`src/rtl/ccb_pkg.sv`:
```
// Package for the byte-serial CRC engine: constants and carrier types
package ccb_pkg;
	localparam int CCB_CRC_W = 16;
	localparam int CCB_BYTE_W = 8;
	// Generator coefficients without the x^16 term
	localparam logic [15:0] CCB_POLY_CRC16 = 16'h8005;
	localparam logic [15:0] CCB_POLY_CCITT = 16'h1021;
	// Values after reset
	localparam logic [15:0] CCB_RESULT_RST = 16'h0000;
	localparam logic [7:0] CCB_BYTE_RST = 8'h00;
	// Cycles from a byte write to an updated result
	localparam int CCB_STEP_CYCLES = 2;

	// Polynomial selection
	typedef enum logic {
		CCB_POLY_SEL_CRC16 = 1'b0,
		CCB_POLY_SEL_CCITT = 1'b1
	} ccb_poly_type;

	// One captured byte with the mode it was written under
	typedef struct packed {
		ccb_poly_type poly;
		logic lsb_first;
		logic [7:0] data;
	} ccb_req_type;
endpackage : ccb_pkg

```
`src/rtl/ccb_engine.sv`:
```
// Byte-serial CRC engine top: input register, result register, two-cycle step
// Timing: a byte write is taken at one edge and its step lands at the next,
// so the result trails the write by two cycles. Bytes may come every cycle;
// each step reads the remainder that the step before it has just left.
// A seed write in the cycle in which a step lands wins, and that step is lost,
// so software has to let the last step finish before it seeds again.
// In reflected order the held remainder is kept reflected and is turned back
// before each step; the ordering is taken per byte, so changing it inside one
// calculation gives a value that matches neither ordering.
// The whole byte is divided in one cycle: eight shifts deep, fixed latency.
`timescale 1ns/10ps
`default_nettype none
module ccb_engine (
	input wire logic core_clk_i,
	input wire logic arst_n_i,
	input wire logic seed_wr_i,
	input wire logic [15:0] seed_data_i,
	input wire logic byte_wr_i,
	input wire logic [7:0] byte_data_i,
	input wire ccb_pkg::ccb_poly_type poly_sel_i,
	input wire logic lsb_first_i,
	output logic [15:0] result_o,
	output logic [7:0] byte_reg_o,
	output logic busy_o
);
	import ccb_pkg::*;

	// Captured byte and mode, step-pending flag, held remainder
	ccb_req_type in_reg;
	ccb_req_type in_next;
	logic pend_reg;
	logic pend_next;
	logic [15:0] result_reg;
	logic [15:0] result_next;
	logic [15:0] step_rem;

	// The divider itself; it reads the captured byte and the held remainder
	// Eight shifts in one cycle make a deep path but keep the latency fixed
	ccb_step u_step (
		.req_i(in_reg),
		.rem_i(result_reg),
		.rem_o(step_rem)
	);

	// First cycle: the byte and its mode are captured, so a mode change
	// later cannot disturb a step already under way
	always_comb begin
		in_next = in_reg;
		pend_next = byte_wr_i;
		if (byte_wr_i) begin
			in_next.data = byte_data_i;
			in_next.poly = poly_sel_i;
			in_next.lsb_first = lsb_first_i;
		end
	end

	// Second cycle: remainder lands; a seed write in the same cycle wins
	always_comb begin
		result_next = result_reg;
		if (seed_wr_i) begin
			result_next = seed_data_i;
		end else if (pend_reg) begin
			result_next = step_rem;
		end
	end

	// State registers
	always_ff @(posedge core_clk_i or negedge arst_n_i) begin
		if (!arst_n_i) begin
			in_reg <= '{poly: CCB_POLY_SEL_CRC16, lsb_first: 1'b0, data: CCB_BYTE_RST};
			pend_reg <= 1'b0;
			result_reg <= CCB_RESULT_RST;
		end else begin
			in_reg <= in_next;
			pend_reg <= pend_next;
			result_reg <= result_next;
		end
	end

	// Outputs come straight from the registers, no logic after the flops
	assign result_o = result_reg;
	assign byte_reg_o = in_reg.data;
	assign busy_o = pend_reg;
endmodule : ccb_engine
`default_nettype wire

```
`src/rtl/ccb_step.sv`:
```
// One byte of CRC division, combinational
`timescale 1ns/10ps
`default_nettype none
module ccb_step (
	input wire ccb_pkg::ccb_req_type req_i,
	input wire logic [15:0] rem_i,
	output logic [15:0] rem_o
);
	import ccb_pkg::*;

	function automatic logic [7:0] rev8(input logic [7:0] v);
		logic [7:0] r;
		r = 8'h00;
		for (int i = 0; i < 8; i++) begin
			r[i] = v[7 - i];
		end
		return r;
	endfunction : rev8

	function automatic logic [15:0] rev16(input logic [15:0] v);
		logic [15:0] r;
		r = 16'h0000;
		for (int i = 0; i < 16; i++) begin
			r[i] = v[15 - i];
		end
		return r;
	endfunction : rev16

	// Byte shifted up 16 plus remainder shifted up 8, reduced bit by bit
	always_comb begin
		logic [15:0] r;
		logic [15:0] poly;
		logic [7:0] b;
		r = req_i.lsb_first ? rev16(rem_i) : rem_i;
		b = req_i.lsb_first ? rev8(req_i.data) : req_i.data;
		poly = (req_i.poly == CCB_POLY_SEL_CCITT) ? CCB_POLY_CCITT : CCB_POLY_CRC16;
		r[15:8] = r[15:8] ^ b;
		for (int i = 0; i < 8; i++) begin
			r = r[15] ? ({r[14:0], 1'b0} ^ poly) : {r[14:0], 1'b0};
		end
		rem_o = req_i.lsb_first ? rev16(r) : r;
	end
endmodule : ccb_step
`default_nettype wire

```
`config.mk`:
```
export PLATFORM = sky130hd
export DESIGN_NAME = ccb_engine
export DESIGN_NICKNAME = d
export VERILOG_FILES = /design/src/rtl/ccb_pkg.sv /design/src/rtl/ccb_engine.sv /design/src/rtl/ccb_step.sv
export SDC_FILE = /design/constraint.sdc
export NUM_CORES = 1
export LEC_CHECK = 0
export BUFFER_PORTS_ARGS = -buffer_cell sky130_fd_sc_hd__buf_2
export CAP_MARGIN = 10
export CELL_PAD_IN_SITES_DETAIL_PLACEMENT = 1
export CELL_PAD_IN_SITES_GLOBAL_PLACEMENT = 1
export CORE_UTILIZATION = 43
export DETAILED_ROUTE_END_ITERATION = 10
export PLACE_DENSITY = 0.89
export SKIP_CTS_REPAIR_TIMING = 1
export SLEW_MARGIN = 20
export SYNTH_ARGS = -nofsm -noshare
export SYNTH_HDL_FRONTEND = slang
export SYNTH_SLANG_ARGS = --single-unit
export TNS_END_PERCENT = 1
```
`constraint.sdc`:
```
create_clock -name core_clk_i -period 6.45 [get_ports core_clk_i]
set_input_delay 0.645 -clock core_clk_i [delete_from_list [all_inputs] [get_ports core_clk_i]]
set_output_delay 0.645 -clock core_clk_i [all_outputs]
set_load 0.02 [all_outputs]
```
# Word-level counts from Yosys, hierarchy flattened
# Cells that the tools add are included.
# Widths: inputs -> output; s select.
# totals
ff_bits,27
inputBits,30
output_inout_bits,25
elab_cells,29
# op_classes
mux,14
n_bitwise,9
reduce_logical,1
# op_table
operator,n
$mux 16,13
$xor 16x16->16,8
$mux 8,1
$xor 8x8->8,1
$reduce_bool 2->1,1

# Depth between registers and ports, before layout
# depth
ltp_word,21
ltp_mapped,8
depth_no_buf,7

# By module
# Synthesis repeated with hierarchy kept, for this count alone.
# unflattened
cells_unflattened,230
area_unflattened_um2,2199.6
# by_module_without_submodules
mod,instances,cells_per_inst,area_each_um2,seq_area_each_um2
ccb_engine,1,99,1198.6,675.6
ccb_step,1,131,1001.0,0.0

# Worst setup path after synthesis
# Ideal clock, no wire load.
# synth_timing
path_kind,register to register
from,register in_reg[8] in the netlist's numbering
to,register result_reg[15] (netlist: result_o[15])
setup_ns,0.135
arrival_ns,2.189
t_required_ns,6.315
slack_ns,4.126
path_stages_with_launch,9
path_buffers,1
synth_period_minus_slack_ns,2.324
cell_sequence,dfrtp_1 -> inv_2 -> buf_6 -> mux2i_2 -> xnor2_1 -> xnor3_1 -> or2_1 -> a211oi_1 -> o31ai_1
# synth_via
elab_chain_len,20
word_cells_on_any_way,22
cone_classes,mux: 13; bitwise: 9
# synth_lines
item,line_no,text
from (decl),ccb_engine.sv:29,ccb_req_type in_reg;
from (signal assigned),ccb_engine.sv:70,"in_reg <= '{poly: CCB_POLY_SEL_CRC16, lsb_first: 1'b0, data: CCB_BYTE_RST};"
from (signal assigned),ccb_engine.sv:74,in_reg <= in_next;
$mux 16 / $mux 8 (equally long branches),"ccb_step.sv:34, ccb_step.sv:35",
$xor 16x16->16 / $xor 8x8->8 (equally long branches),"ccb_step.sv:39, ccb_step.sv:37",
$mux 16 / $xor 16x16->16 (equally long branches),ccb_step.sv:39,"r = r[15] ? ({r[14:0], 1'b0} ^ poly) : {r[14:0], 1'b0};"
$xor 16x16->16 / $mux 16 (equally long branches),ccb_step.sv:39,
$mux 16 / $xor 16x16->16 (equally long branches),ccb_step.sv:39,
$xor 16x16->16 / $mux 16 (equally long branches),ccb_step.sv:39,
$mux 16 / $xor 16x16->16 (equally long branches),ccb_step.sv:39,
$xor 16x16->16 / $mux 16 (equally long branches),ccb_step.sv:39,
[... 4 more ...],-,
$mux 16 / $xor 16x16->16 (equally long branches),ccb_step.sv:39,
$xor 16x16->16 / $mux 16 (equally long branches),ccb_step.sv:39,
$mux 16 / $xor 16x16->16 (equally long branches),ccb_step.sv:39,
$xor 16x16->16 / $mux 16 (equally long branches),ccb_step.sv:39,
$mux 16,ccb_step.sv:39,
$mux 16 (*),ccb_step.sv:41,rem_o = req_i.lsb_first ? rev16(r) : r;
$mux 16 (*),ccb_engine.sv:62,end else if (pend_reg) begin
$mux 16 (*),ccb_engine.sv:60,if (seed_wr_i) begin
to (signal assigned),ccb_engine.sv:76,result_reg <= result_next;
to (decl),ccb_engine.sv:33,logic [15:0] result_reg;
# Every way passes the cells marked *; elsewhere a longest branch is shown, timed or not. The select of a mux whose other input is x is not followed.
# A chain may end at the register's enable or synchronous reset.

# Worst setup path after layout
# Ends and elaborated chain as after synthesis.

==> reports/results.tsv <==
metric	value	unit
non-filler cells, final	336	
Row Count	25	
die area	0.005358	mm²
Critical path buffers and inverters	1	
Yosys warning total	0	
cts bufs inserted	3	
Arrival @ worst endpoint	3310	ps
Setup Total Neg Slack	0	ps
top_reg_cell synth	dfrtp_1	
number of clock sinks	27	
DP Wirelength	4.146	mm
Netlist Area Pre-Place	0.002180	mm²
drc violations	0	
vias in the first global route	1886	
TritonRoute pass-1 iters	4	
via/cell ratio	5.226	
Avg Inst Size Synth	9.395	µm²
Crit Path Max Fanout	22	
P&R area growth vs syn	13.15	%
post-synth cell types	33	
Longest Clk Path Bufs	2	
IO Pins	55	
Overall Global Routing Usage	0.2357	
Async S/R FF share, synth	1.000	
Core Area	0.004786	mm²
htree depth	1	
DRT iter0 DRCs	83	
Req. time, crit path	6590	ps
Die H	73.20	µm
clock latency on the worst-skew pair	280	ps
number of flip-flops under the largest register name	16	
worst hold path class	primary input to asynchronous set/reset pin	
GP Congestion	0.8752	
most frequent cells in the layout	buf_2 (54), dfrtp_1 (27), xnor2_1 (26)	
Final Hold Viols	0	
final period utilization	0.4925	
Rel. slew slack	0.4788	
syn_nets	262	
Placed Cells	332	
post-detailed-routing wire length	5.507	mm
Post-synth EDFFs	0	
Final Core Density	0.5153	
Top Family by Delay on Critical Path	flip-flops	
storage element area	675.6	µm²
Inserted Diodes	0	
filler instances	565	
TritonCTS clock tree	built	
Starting Density	0.4554	
port buffer count	54	
fmax	314.8	MHz
Critical Path Sink Type	flip-flop	
Overall Power	0.0009955	W
crit-path max cell delay	860	ps
DR vias	1756	
Final ANT Viol Nets	0	
Worst path slowest cell	dfrtp_1	
RSZ-0062 raised after global routing	no	
initial antenna violation count	0	
crit path time final	3176	ps
largest net degree at the start of global routing	35	
Reg clk slew, reported paths	100	ps
endpoints failing setup	0	
ordered list of cells on the worst path	inv_2 -> mux2i_2 -> xnor2_1 -> xnor3_1 -> or2_1 -> a211oi_1 -> o31ai_1	
gate count of the mapped netlist	232	
CTS root buf	clkbuf_8	
crit path launch	in_reg[8]$_DFFE_PN0P_	
static leakage	1.114	nW
multi-input logic area	0.001365	mm²
grt ovf	0	
worst-margin pin slew	781.7	ps
Die Wd	73.20	µm
Avg WL per Cell	16.39	µm
Worst setup SP type	flip-flop	
Max Cap Viol	0	
Setup CP Type	flip-flop to flip-flop	
Final Max Slew Viols	0	
commonest non-fill, non-tap cell in the layout	buf_2	
Seq/Total Area, Yosys	0.3100	
PD cells	403.7	mW/mm²
nets@finish	300	
global-route wire length before repair	9.508	mm
Max IR drop VDD	0.1607	mV
Final Skew	6.784	ps
Yosys reg bits	27	
reg2reg start	in_reg[8]$_DFFE_PN0P_	
layout cells sized above 1	0.2788	
outcome	finished clean	
kinds of logic after synthesis:
kind of cell           count (synthesis)  share of synthesized area
XOR/XNOR                              54                     0.2394
multiplexers                          25                     0.1418
buffers and inverters                 27                    0.06372
AO/OA/AOI/OAI                         49                     0.1332
flip-flops                            27                     0.3100
AND/OR/NAND/NOR                       50                     0.1119
synthesized netlist by cell type (all sizes together) (3+ instances only):
cell type | instances | area, µm²
nand2 | 21 | 78.83
dfrtp | 27 | 675.7
o211a | 3 | 30.03
nand2b | 3 | 18.77
a21oi | 16 | 80.08
nor3 | 4 | 20.02
o21ai | 19 | 95.09
xor2 | 25 | 226.5
mux2 | 8 | 90.09
a211oi | 3 | 22.52
xnor3 | 3 | 67.56
buf | 12 | 82.58
clkbuf | 10 | 37.54
mux2i | 17 | 219.0
nor3b | 9 | 67.56
nor2 | 8 | 30.03
inv | 5 | 18.77
xnor2 | 26 | 227.7
o31ai | 4 | 30.03
metal layers:
metal / up-vias / track usage / part of all wire
met5: - / 0 / 0
met4: 0 / 0.07407 / 0.019
met3: 9 / 0.01796 / 0.030
met2: 39 / 0.4218 / 0.51
met1: 853 / 0.3004 / 0.44
li1: 855 / - / -
final cells by class:
cell class              instances  share of cell area
inverters                       5            0.007610
clock buffers                   4             0.01826
flip-flops and latches         27              0.2740
multi-input cells             178              0.5535
repair buffers                 55              0.1126
well taps                      67             0.03399
worst paths after layout:
| kind | endpoint | slack (ps) | depth (start not counted) |
|---|---|---|---|
| worst min-delay path | result_o[2]$_DFFE_PN0P_ | 370 | 1 |
| worst max-delay path | result_o[15]$_DFFE_PN0P_ | 3270 | 7 |
| min in group core_clk_i | result_o[13]$_DFFE_PN0P_ | 560 | 3 |
| worst max register to register | result_o[15]$_DFFE_PN0P_ | 3270 | 7 |
| max in group asynchronous | result_o[8]$_DFFE_PN0P_ | 5680 | 1 |
| worst min register to register | byte_reg_o[0]$_DFFE_PN0P_ | 610 | 1 |
worst reg2reg max path, stage by stage (launching register included):
cell,delay (ps)
dfrtp_1,860
inv_2,440
mux2i_2,460
xnor2_1,270
xnor3_1,460
or2_1,250
a211oi_1,200
o31ai_1,100
power by group:
part	leakage (nW)	internal, W	switching [W]
Clock	0.0228	0.0000444	0.0000557
Combinational	0.769	0.000296	0.000344
Sequential	0.321	0.000201	0.0000540
Total	1.11	0.000542	0.000454
stage by stage:
stage | setup WS, ps | hold WS [ps] | cell area, µm²
final | 3274 | 365.6 | 2466
after global routing | 2995 | 423.3 | 2466
after CTS | 3276 | 387.9 | 2466
after detailed placement | 3291 | 587.9 | 2421
after global placement | 3421 | 580.3 | 2421
after floorplan | 4126 | 349.4 | 2180
Note: power is estimated with default switching activity, not from simulation.
